--- config.mk ---
export PLATFORM = sky130hd
export DESIGN_NAME = port_io_block
export DESIGN_NICKNAME = d
export VERILOG_FILES = /design/src/port_io_pkg.sv /design/src/port_io_sync.sv /design/src/port_io_block.sv
export SDC_FILE = /design/constraint.sdc
export NUM_CORES = 1
export LEC_CHECK = 0
export BUFFER_PORTS_ARGS = -buffer_cell sky130_fd_sc_hd__clkbuf_2
export CORE_MARGIN = 5
export CORE_UTILIZATION = 52
export CTS_BUF_LIST = sky130_fd_sc_hd__clkbuf_4 sky130_fd_sc_hd__clkbuf_8
export DETAILED_ROUTE_END_ITERATION = 7
export HOLD_SLACK_MARGIN = 0.12
export PLACE_DENSITY = 0.78
export SYNTH_ARGS = -nofsm -noshare
export SYNTH_HDL_FRONTEND = slang
export SYNTH_HIERARCHICAL = 1
export SYNTH_SLANG_ARGS = --single-unit
--- constraint.sdc ---
create_clock -name mclk_i -period 2.1 [get_ports mclk_i]
set_input_delay 0.105 -clock mclk_i [delete_from_list [all_inputs] [get_ports mclk_i]]
set_output_delay 0.105 -clock mclk_i [all_outputs]
set_load 0.1 [all_outputs]
--- src/port_io_pkg.sv ---
/*
   port_io_pkg: register addresses, reset values, field positions and
   the request carrier shared by the port i/o block, its checker and the bench.
   Assumes an 8-bit special-register space with bit addressing where the
   bit address is the register address plus the bit number.
*/
`default_nettype none
package port_io_pkg;
   // ==========================================================
   // register addresses
   localparam logic [7:0] ADDR_PORT0_DATA = 8'h80;
   localparam logic [7:0] ADDR_PORT2_DATA = 8'hA0;
   localparam logic [7:0] ADDR_PORT3_DATA = 8'hB0;
   localparam logic [7:0] ADDR_PORT0_MODE = 8'hA4;
   localparam logic [7:0] ADDR_PORT2_MODE = 8'hA6;
   localparam logic [7:0] ADDR_PORT3_MODE = 8'hA7;
   localparam logic [7:0] ADDR_GLOBAL_CTRL = 8'hE2;

   // ==========================================================
   // reset values
   localparam logic [7:0] RST_DATA = 8'hFF;
   localparam logic [7:0] RST_MODE = 8'h00;
   localparam logic [7:0] RST_GLOBAL_CTRL = 8'h40;
   localparam logic [7:0] ZERO_BYTE = 8'h00;

   // ==========================================================
   // global control field positions
   localparam int GC_PULLUP_DISABLE = 7;
   localparam int GC_INPUT_ENABLE = 6;
   localparam int GC_CLOCK_OUT = 0;

   // ==========================================================
   // fixed special-signal pins of port 0
   localparam int PIN_CLOCK_OUT = 0;
   localparam int PIN_EXT_CLOCK = 3;
   localparam int PIN_UART_TX = 4;
   localparam int PIN_UART_RX = 5;

   // bit address: upper five bits select the register, low three the bit
   localparam int BIT_IDX_W = 3;

   // ==========================================================
   // one processor access per cycle
   typedef struct packed {
      logic rd;       // read strobe
      logic wr;       // write strobe
      logic bit_acc;  // addr is a bit address
      logic rmw;      // read is the first half of read-modify-write
      logic [7:0] addr;
      logic [7:0] wdata; // bit writes use wdata[0]
   } sfr_req_t;
endpackage
`default_nettype wire

--- src/port_io_sync.sv ---
/*
   port_io_sync: three-stage input filter for asynchronous pin levels.
   Assumes its inputs may change at any time relative to mclk_i.
*/
`timescale 1ns/100ps
`default_nettype none
module port_io_sync #(
   parameter int WIDTH = 15
) (
   input wire logic mclk_i,              // system clock
   input wire logic reset_n_i,           // async reset, active low
   input wire logic [WIDTH-1:0] async_i, // raw pin levels
   output logic [WIDTH-1:0] sync_o       // filtered levels
);
   logic [WIDTH-1:0] meta;
   logic [WIDTH-1:0] stage2;
   logic [WIDTH-1:0] stage3;
   logic [WIDTH-1:0] next_sync;

   // ==========================================================
   // a change counts only once stages two and three agree
   assign next_sync = (~(stage2 ^ stage3) & stage3)
                    | ((stage2 ^ stage3) & sync_o);

   always_ff @(posedge mclk_i or negedge reset_n_i) begin
      if (!reset_n_i) begin
         meta <= '0;
         stage2 <= '0;
         stage3 <= '0;
         sync_o <= '0;
      end else begin
         meta <= async_i;
         stage2 <= meta;
         stage3 <= stage2;
         sync_o <= next_sync;
      end
   end
endmodule // port_io_sync
`default_nettype wire

--- src/port_io_block.sv ---
/*
   port_io_block: fifteen port pins (port 0, port 2, port 3) with output
   latches, per-pin output mode, weak pullups, a global input enable and
   the fixed port-0 special signals, reached over the special-register
   port. Assumes one request per cycle and pads that resolve the pin from
   pin_o / pin_oe_o / pullup_o.

// How it works
// - open-drain: latch 0 pulls low, else float
// - push-pull: latch level always actively driven
// - pullup only when enabled, open-drain, latch one
// - data read gives pins, zero without input enable
// - input enable off blocks every input path
// - read-modify-write reads the latch, not pins
// - data write stores latch, latch keeps driving
// - clock-out bit puts inverted clock on pin0
// - port0 pin4 drives uart transmit AND latch
// - external clock pin3, uart receive pin5, gated
// - global control resets 40h, bits 5-1 zero
// - data resets all ones, missing bits read zero
// - output mode registers reset to open-drain
// - data registers take byte and bit access
// - port3 mode holds only bit zero
*/
`timescale 1ns/100ps
`default_nettype none
module port_io_block
   import port_io_pkg::*;
#(
   parameter int P0_W = 8,     // port 0 pins
   parameter int P2_W = 6,     // port 2 pins
   parameter int P3_W = 1,     // port 3 pins
   parameter int EXTERNAL_INTERRUPT_INPUT_PIN = 0  // pin feeding the external interrupt
) (
   input wire logic mclk_i,                         // system clock
   input wire logic reset_n_i,                      // async reset
   input wire sfr_req_t sfr_req_i,                  // processor access
   output logic [7:0] sfr_rdata_o,                  // read data
   output logic sfr_rvalid_o,                       // read data valid
   input wire logic [P0_W+P2_W+P3_W-1:0] pin_i,     // pad levels
   output logic [P0_W+P2_W+P3_W-1:0] pin_o,         // pad drive value
   output logic [P0_W+P2_W+P3_W-1:0] pin_oe_o,      // pad drive enable
   output logic [P0_W+P2_W+P3_W-1:0] pullup_o,      // weak pullup on
   input wire logic uart_tx_i,                      // uart transmit
   output logic uart_rx_o,                          // uart receive
   output logic external_clock_input_o,             // external clock
   output logic external_interrupt_input_o          // interrupt pin
);
   localparam int NPIN = P0_W + P2_W + P3_W;

   // ==========================================================
   // parameter checks
   if (P0_W < PIN_UART_RX + 1 || P0_W > 8) begin : g_bad_p0
      $error("port 0 width must be 6 to 8");
   end
   if (P2_W < 1 || P2_W > 8 || P3_W < 1 || P3_W > 8) begin : g_bad_p23
      $error("port 2 and port 3 widths must be 1 to 8");
   end
   if (EXTERNAL_INTERRUPT_INPUT_PIN < 0 || EXTERNAL_INTERRUPT_INPUT_PIN >= NPIN) begin : g_bad_int
      $error("interrupt pin out of range");
   end

   // ==========================================================
   // helpers
   // register content to a byte, unimplemented bits reading zero
   function automatic logic [7:0] widen(input logic [7:0] v,
                                        input int w);
      logic [7:0] mask;
      mask = 8'hFF >> (8 - w);
      return v & mask;
   endfunction

   // byte with one bit replaced, used by every bit write
   function automatic logic [7:0] put_bit(input logic [7:0] v,
                                          input logic [2:0] idx,
                                          input logic b);
      logic [7:0] r;
      r = v;
      r[idx] = b;
      return r;
   endfunction

   // ==========================================================
   // registers
   logic [P0_W-1:0] port_zero_data;
   logic [P2_W-1:0] port_two_data;
   logic [P3_W-1:0] port_three_data;
   logic [P0_W-1:0] port0_output_mode;
   logic [P2_W-1:0] port2_output_mode;
   logic port3_output_mode;
   logic pullup_disable;
   logic global_input_enable;
   logic clock_out_enable;
   logic [NPIN-1:0] pin_sync;
   logic [NPIN-1:0] drive_q;
   logic [NPIN-1:0] oe_q;

   // ==========================================================
   // pin input filter
   port_io_sync #(
      .WIDTH(NPIN)
   ) u_sync (
      .mclk_i(mclk_i),
      .reset_n_i(reset_n_i),
      .async_i(pin_i),
      .sync_o(pin_sync)
   );

   // ==========================================================
   // gated input path: nothing reaches the core while inputs are off
   wire [NPIN-1:0] pin_gated = global_input_enable ? pin_sync
                                                   : '0;

   // ==========================================================
   // address decode
   wire req_byte = !sfr_req_i.bit_acc;
   wire [4:0] bit_reg = sfr_req_i.addr[7:BIT_IDX_W];
   wire [2:0] bit_idx = sfr_req_i.addr[BIT_IDX_W-1:0];
   wire hit_p0 = req_byte && sfr_req_i.addr == ADDR_PORT0_DATA;
   wire hit_p2 = req_byte && sfr_req_i.addr == ADDR_PORT2_DATA;
   wire hit_p3 = req_byte && sfr_req_i.addr == ADDR_PORT3_DATA;
   wire hit_m0 = req_byte && sfr_req_i.addr == ADDR_PORT0_MODE;
   wire hit_m2 = req_byte && sfr_req_i.addr == ADDR_PORT2_MODE;
   wire hit_m3 = req_byte && sfr_req_i.addr == ADDR_PORT3_MODE;
   wire hit_gc = req_byte && sfr_req_i.addr == ADDR_GLOBAL_CTRL;
   // bit addresses exist only for the three data registers
   wire bhit_p0 = sfr_req_i.bit_acc
                  && bit_reg == ADDR_PORT0_DATA[7:BIT_IDX_W];
   wire bhit_p2 = sfr_req_i.bit_acc
                  && bit_reg == ADDR_PORT2_DATA[7:BIT_IDX_W];
   wire bhit_p3 = sfr_req_i.bit_acc
                  && bit_reg == ADDR_PORT3_DATA[7:BIT_IDX_W];

   // ==========================================================
   // read sources: latch for read-modify-write, else gated pins
   wire [7:0] lat_p0 = widen(8'(port_zero_data), P0_W);
   wire [7:0] lat_p2 = widen(8'(port_two_data), P2_W);
   wire [7:0] lat_p3 = widen(8'(port_three_data), P3_W);
   wire [7:0] pin_p0 = widen(8'(pin_gated[P0_W-1:0]), P0_W);
   wire [7:0] pin_p2 = widen(8'(pin_gated[P0_W+P2_W-1:P0_W]),
                             P2_W);
   wire [7:0] pin_p3 = widen(8'(pin_gated[NPIN-1:P0_W+P2_W]),
                             P3_W);
   wire [7:0] src_p0 = sfr_req_i.rmw ? lat_p0 : pin_p0;
   wire [7:0] src_p2 = sfr_req_i.rmw ? lat_p2 : pin_p2;
   wire [7:0] src_p3 = sfr_req_i.rmw ? lat_p3 : pin_p3;
   wire [7:0] gc_read = {pullup_disable, global_input_enable,
                         5'h00, clock_out_enable};

   // byte read mux; unmapped addresses read zero
   wire [7:0] byte_read =
        hit_p0 ? src_p0
      : hit_p2 ? src_p2
      : hit_p3 ? src_p3
      : hit_m0 ? widen(8'(port0_output_mode), P0_W)
      : hit_m2 ? widen(8'(port2_output_mode), P2_W)
      : hit_m3 ? {7'h00, port3_output_mode}
      : hit_gc ? gc_read
      : ZERO_BYTE;

   // bit read returns the addressed bit in bit 0
   wire bit_read =
        bhit_p0 ? src_p0[bit_idx]
      : bhit_p2 ? src_p2[bit_idx]
      : bhit_p3 ? src_p3[bit_idx]
      : 1'b0;

   wire [7:0] next_rdata = sfr_req_i.bit_acc ? {7'h00, bit_read}
                                              : byte_read;

   // ==========================================================
   // write decode; a bit write is itself read-modify-write of the
   // latch, so the untouched bits keep the latch and not the pins
   wire wr_byte = sfr_req_i.wr && req_byte;
   wire wr_bit = sfr_req_i.wr && sfr_req_i.bit_acc;
   wire b_val = sfr_req_i.wdata[0];
   wire [7:0] next_p0 =
        (wr_byte && hit_p0) ? sfr_req_i.wdata
      : (wr_bit && bhit_p0) ? put_bit(lat_p0, bit_idx, b_val)
      : lat_p0;
   wire [7:0] next_p2 =
        (wr_byte && hit_p2) ? sfr_req_i.wdata
      : (wr_bit && bhit_p2) ? put_bit(lat_p2, bit_idx, b_val)
      : lat_p2;
   wire [7:0] next_p3 =
        (wr_byte && hit_p3) ? sfr_req_i.wdata
      : (wr_bit && bhit_p3) ? put_bit(lat_p3, bit_idx, b_val)
      : lat_p3;

   // ==========================================================
   // data latches, updated at the edge after the write
   always_ff @(posedge mclk_i or negedge reset_n_i) begin
      if (!reset_n_i) begin
         port_zero_data <= RST_DATA[P0_W-1:0];
         port_two_data <= RST_DATA[P2_W-1:0];
         port_three_data <= RST_DATA[P3_W-1:0];
      end else begin
         port_zero_data <= next_p0[P0_W-1:0];
         port_two_data <= next_p2[P2_W-1:0];
         port_three_data <= next_p3[P3_W-1:0];
      end
   end

   // mode and global control; unimplemented bits are simply not stored
   always_ff @(posedge mclk_i or negedge reset_n_i) begin
      if (!reset_n_i) begin
         port0_output_mode <= RST_MODE[P0_W-1:0];
         port2_output_mode <= RST_MODE[P2_W-1:0];
         port3_output_mode <= RST_MODE[0];
         pullup_disable <= RST_GLOBAL_CTRL[GC_PULLUP_DISABLE];
         global_input_enable <= RST_GLOBAL_CTRL[GC_INPUT_ENABLE];
         clock_out_enable <= RST_GLOBAL_CTRL[GC_CLOCK_OUT];
      end else begin
         if (wr_byte && hit_m0) begin
            port0_output_mode <= sfr_req_i.wdata[P0_W-1:0];
         end
         if (wr_byte && hit_m2) begin
            port2_output_mode <= sfr_req_i.wdata[P2_W-1:0];
         end
         if (wr_byte && hit_m3) begin
            port3_output_mode <= sfr_req_i.wdata[0];
         end
         if (wr_byte && hit_gc) begin
            pullup_disable <= sfr_req_i.wdata[GC_PULLUP_DISABLE];
            global_input_enable <= sfr_req_i.wdata[GC_INPUT_ENABLE];
            clock_out_enable <= sfr_req_i.wdata[GC_CLOCK_OUT];
         end
      end
   end

   // ==========================================================
   // read answer, one cycle after the strobe
   always_ff @(posedge mclk_i or negedge reset_n_i) begin
      if (!reset_n_i) begin
         sfr_rdata_o <= ZERO_BYTE;
         sfr_rvalid_o <= 1'b0;
      end else begin
         sfr_rvalid_o <= sfr_req_i.rd;
         if (sfr_req_i.rd) begin
            sfr_rdata_o <= next_rdata;
         end
      end
   end

   // ==========================================================
   // pin drive: flat latch and mode vectors
   wire [NPIN-1:0] latch_all = {port_three_data, port_two_data,
                                port_zero_data};
   wire [NPIN-1:0] mode_all;
   assign mode_all[NPIN-1:P0_W] = {{P3_W{port3_output_mode}},
                                   port2_output_mode};
   assign mode_all[P0_W-1:0] = port0_output_mode;

   // transmit gated by its latch; a zero latch forces the line low
   wire [NPIN-1:0] value_all;
   assign value_all = latch_all
                    & ~(NPIN'(!uart_tx_i) << PIN_UART_TX);

   // open-drain drives only low; push-pull always drives
   wire [NPIN-1:0] next_oe = mode_all | ~value_all;
   // pullup needs enabled pullups, open-drain and a one latch
   wire [NPIN-1:0] next_pullup = {NPIN{!pullup_disable}}
                                 & ~mode_all & latch_all;

   // value, enable and pullup switch on one edge, so on every pin but pins 0 and 4
   // (pin 0's enable follows the mode at once, pin 4's follows transmit) a mode
   // change never shows a pullup on a pad that is already driven
   always_ff @(posedge mclk_i or negedge reset_n_i) begin
      if (!reset_n_i) begin
         drive_q <= '1;
         oe_q <= '0;
         pullup_o <= '0;
      end else begin
         drive_q <= value_all;
         oe_q <= next_oe;
         pullup_o <= next_pullup;
      end
   end

   // the clock output cannot come from a flop on the same clock, so
   // pin 0 is the one combinational pad path; its enable still follows
   // the open-drain or push-pull choice for that pin
   wire clk_pin_val = clock_out_enable ? ~mclk_i
                                       : drive_q[PIN_CLOCK_OUT];
   always_comb begin
      pin_o = drive_q;
      pin_oe_o = oe_q;
      pin_o[PIN_CLOCK_OUT] = clk_pin_val;
      pin_oe_o[PIN_CLOCK_OUT] = mode_all[PIN_CLOCK_OUT]
                                | ~clk_pin_val;
   end

   // ==========================================================
   // special inputs come only through the gated path
   always_ff @(posedge mclk_i or negedge reset_n_i) begin
      if (!reset_n_i) begin
         uart_rx_o <= 1'b0;
         external_clock_input_o <= 1'b0;
         external_interrupt_input_o <= 1'b0;
      end else begin
         uart_rx_o <= pin_gated[PIN_UART_RX];
         external_clock_input_o <= pin_gated[PIN_EXT_CLOCK];
         external_interrupt_input_o <= pin_gated[EXTERNAL_INTERRUPT_INPUT_PIN];
      end
   end
endmodule // port_io_block
`default_nettype wire

==> results.toml <==
[worst_setup_path]
cp_slowest_stage_delay_ps = 550
critPathCaptureType = "flip-flop"
critical_path_arrival_ps = 2470
required_ps = 2560
crit_path_start_kind = "input pin"
crit_fanout = 6
crit_type = "input pin to flip-flop"
path_cells = "dlygate4sd3_1 > clkbuf_2 > or4b_4 > or3_1 > or2_1 > o22ai_1 > a221oi_1 > a21oi_1"
cp_slowest_cell = "dlygate4sd3_1"

[yosys]
synth_cell_types = 52
synth-edff-count = 0
ys.flop_type = "dfrtp_1"
avgSynthCellArea_um2 = 12.9
synth_seq_cells = 149
yosysTopAreaCellShare_pct = 52.1
netlist_area_mm2 = 0.00567
ys.warnings.count = 6
syn-num-nets = 477
netlist_instances = 439
synth_top_cell_by_area = "dfrtp_1"
ys_seq_area_share_pct = 66.5
synthTopCellsByArea = "dfrtp_1 52%, dfstp_2 14%, mux2_2 4.4%"
async_reset_ff_share_pct = 100

[global_route]
grt_max_degree = 65
grt_usage_pct = 22.1
grt_pass1_vias = 4088
grt_pass1_wl_um = 21600
grt_antenna_before_repair = 0
overflow = 0

[pwr]
p_sw_w = 0.00184
power_w = 0.00679
swShare_pct = 27.1
clockPowerShare_pct = 42.4
power_density_mw_per_mm2 = 938
power_frac_comb_pct = 11.5
internal-power_w = 0.00495
ir_drop_mv = 0.621
seqPwrFrac_pct = 46.0
p_leak_nw = 3.35

[job]
maxCapViolCount = 0

[drt]
num_vias = 3929
drt_iter0_drc = 294
drcViolationCount = 0
totalWireLength_um = 13200
drtAntennaViolNets = 0
routedWlPerCell_um = 18.2
viasPerCell = 5.40
drt_first_pass_iters = 5

[timing]
drv_slew = 0
fin_crit_sh_pct = 95.6
rsz0062_at_grt = "false"
tightest_slew_ps = 668
setup_viol = 0
finalHoldViolCount = 0
fin_skew_ps = 11.0
min_period_ps = 2010
tns_ps = 0
slew_headroom_pct = 55.5
setup_ws_ps = 92.7
fmax_mhz = 498

[final_layout]
diodes = 0
final_cell_mix = "118 x dfrtp_1, 91 x clkbuf_2, 43 x nor2_1"
fillers = 818
fin_cells = 727
layout_commonest_cell = "dfrtp_1"
post-route-util_pct = 67.4
layout.nets = 611
drive_above_1_share_pct = 39.4
areaGrowthSynthToFinish_pct = 27.7

[floorplanning]
die_w_um = 114
core-area_mm2 = 0.0107
dieArea_mm2 = 0.0131
fp-row-count = 38
die_y_um = 114
start_util_pct = 52.7
ios = 95

[run_status]
outcome = "finished clean"

[clock_network]
postCtsSetupRepairBufs = 0
clock_latency_ps = 540
tritoncts = "done"
clk_pin_slew_ps = 80

[place]
port_buffers = 94
post-place-ws_ps = 23.9
dp_hpwl_um = 9130
gp_congestion = 0.906
placed_cells = 659

[min_path]
hold_path_class = "input pin to async pin"
[per-layer routing]
| metal | share of wire, % | GRT usage (%) |
|---|---|---|
| met1 | 43 | 29.8 |
| met2 | 47 | 32.4 |
| met3 | 7.7 | 5.81 |
| met4 | 2.7 | 12.7 |
| met5 | 0 | 0 |
[power by group through the flow]
stage / sequential (W) / clock [W] / combinational, W
2_1_floorplan: 0.00343 / 0.0000188 / 0.000263
3_3_place_gp: 0.00317 / 0.0000190 / 0.000733
3_5_place_dp: 0.00318 / 0.0000190 / 0.000740
4_1_cts: 0.00313 / 0.00296 / 0.000787
5_1_grt: 0.00315 / 0.00308 / 0.000827
6_report: 0.00313 / 0.00288 / 0.000783
[cell usage after synthesis, types with 2 or more instances]
| cell type | count |
|---|---|
| inv_1 | 3 |
| a22oi_1 | 10 |
| a21oi_1 | 21 |
| nor2_1 | 43 |
| or2_2 | 2 |
| a221oi_1 | 7 |
| nand4_1 | 3 |
| a31oi_1 | 2 |
| and3_1 | 2 |
| buf_1 | 2 |
| dfstp_2 | 31 |
| a21boi_0 | 2 |
| nand3b_1 | 5 |
| mux2_2 | 22 |
| o22ai_1 | 7 |
| maj3_2 | 15 |
| o31ai_1 | 2 |
| nor3b_1 | 4 |
| nor4_1 | 2 |
| dfrtp_1 | 118 |
| nor3_1 | 5 |
| o21a_1 | 2 |
| nand2b_1 | 15 |
| nand3_1 | 6 |
| and2_1 | 5 |
| nor2b_1 | 5 |
| buf_4 | 15 |
| mux2i_1 | 14 |
| clkbuf_1 | 18 |
| o21ai_0 | 2 |
| or3_1 | 2 |
| nand2_1 | 27 |
[critical path: cells and delay by family]
kind	cells	cell delay, ps
simple gates	3	1210
buf+inv	2	670
compound gates	3	480
[cell type report]
class	instances	area (um^2)	share of cell area, %
Sequential cell	149	3770	52.0
Multi-Input combinational cell	251	1720	23.7
Timing Repair Buffer	144	957	13.2
Clock buffer	25	360	4.98
Clock inverter	15	251	3.47
Tap cell	140	175	2.42
Inverter	3	11.3	0.156
[path summary, 6_finish.rpt]
check                                     from          endpoint  slack, ps  cells past startpoint
max                              sfr_req_i[17]    sfr_rdata_o[3]         90                      8
min                                  reset_n_i       pullup_o[0]        130                      2
max reg2reg                global_input_enable    sfr_rdata_o[0]        220                      7
min reg2reg                     u_sync/meta[1]  u_sync/stage2[1]        340                      0
max in group asynchronous            reset_n_i         lat_p0[7]       1270                      3
min in group mclk_i               sfr_req_i[0]         lat_p0[3]        150                      3
[stage by stage]
stage / hold WS [ps] / cell area, um^2
finish: 127 / 7240
CTS: 122 / 7240
floorplan: -191 / 5670
global route: 162 / 7240
detailed placement: 132 / 6320
global placement: 123 / 6320
[logic make-up after synthesis]
| logic type | count (synthesis) | share of synthesized area [%] |
|---|---|---|
| compound gates | 65 | 7.84 |
| simple gates | 135 | 12.3 |
| mux | 36 | 6.84 |
| fa+ha+maj | 15 | 2.98 |
| flops | 149 | 66.5 |
| buf+inv | 39 | 3.60 |
[timing repair]
action | 4_1_cts | 5_1_grt
gates cloned | 0 | 0
hold buffers | 30 | 0
pin swaps | 1 | 0
gates resized for setup | 9 | 1
setup endpoints to repair | 2 | 2
endpoints found under the hold margin | 186 | 0
Power figures use the tool's default switching activity.
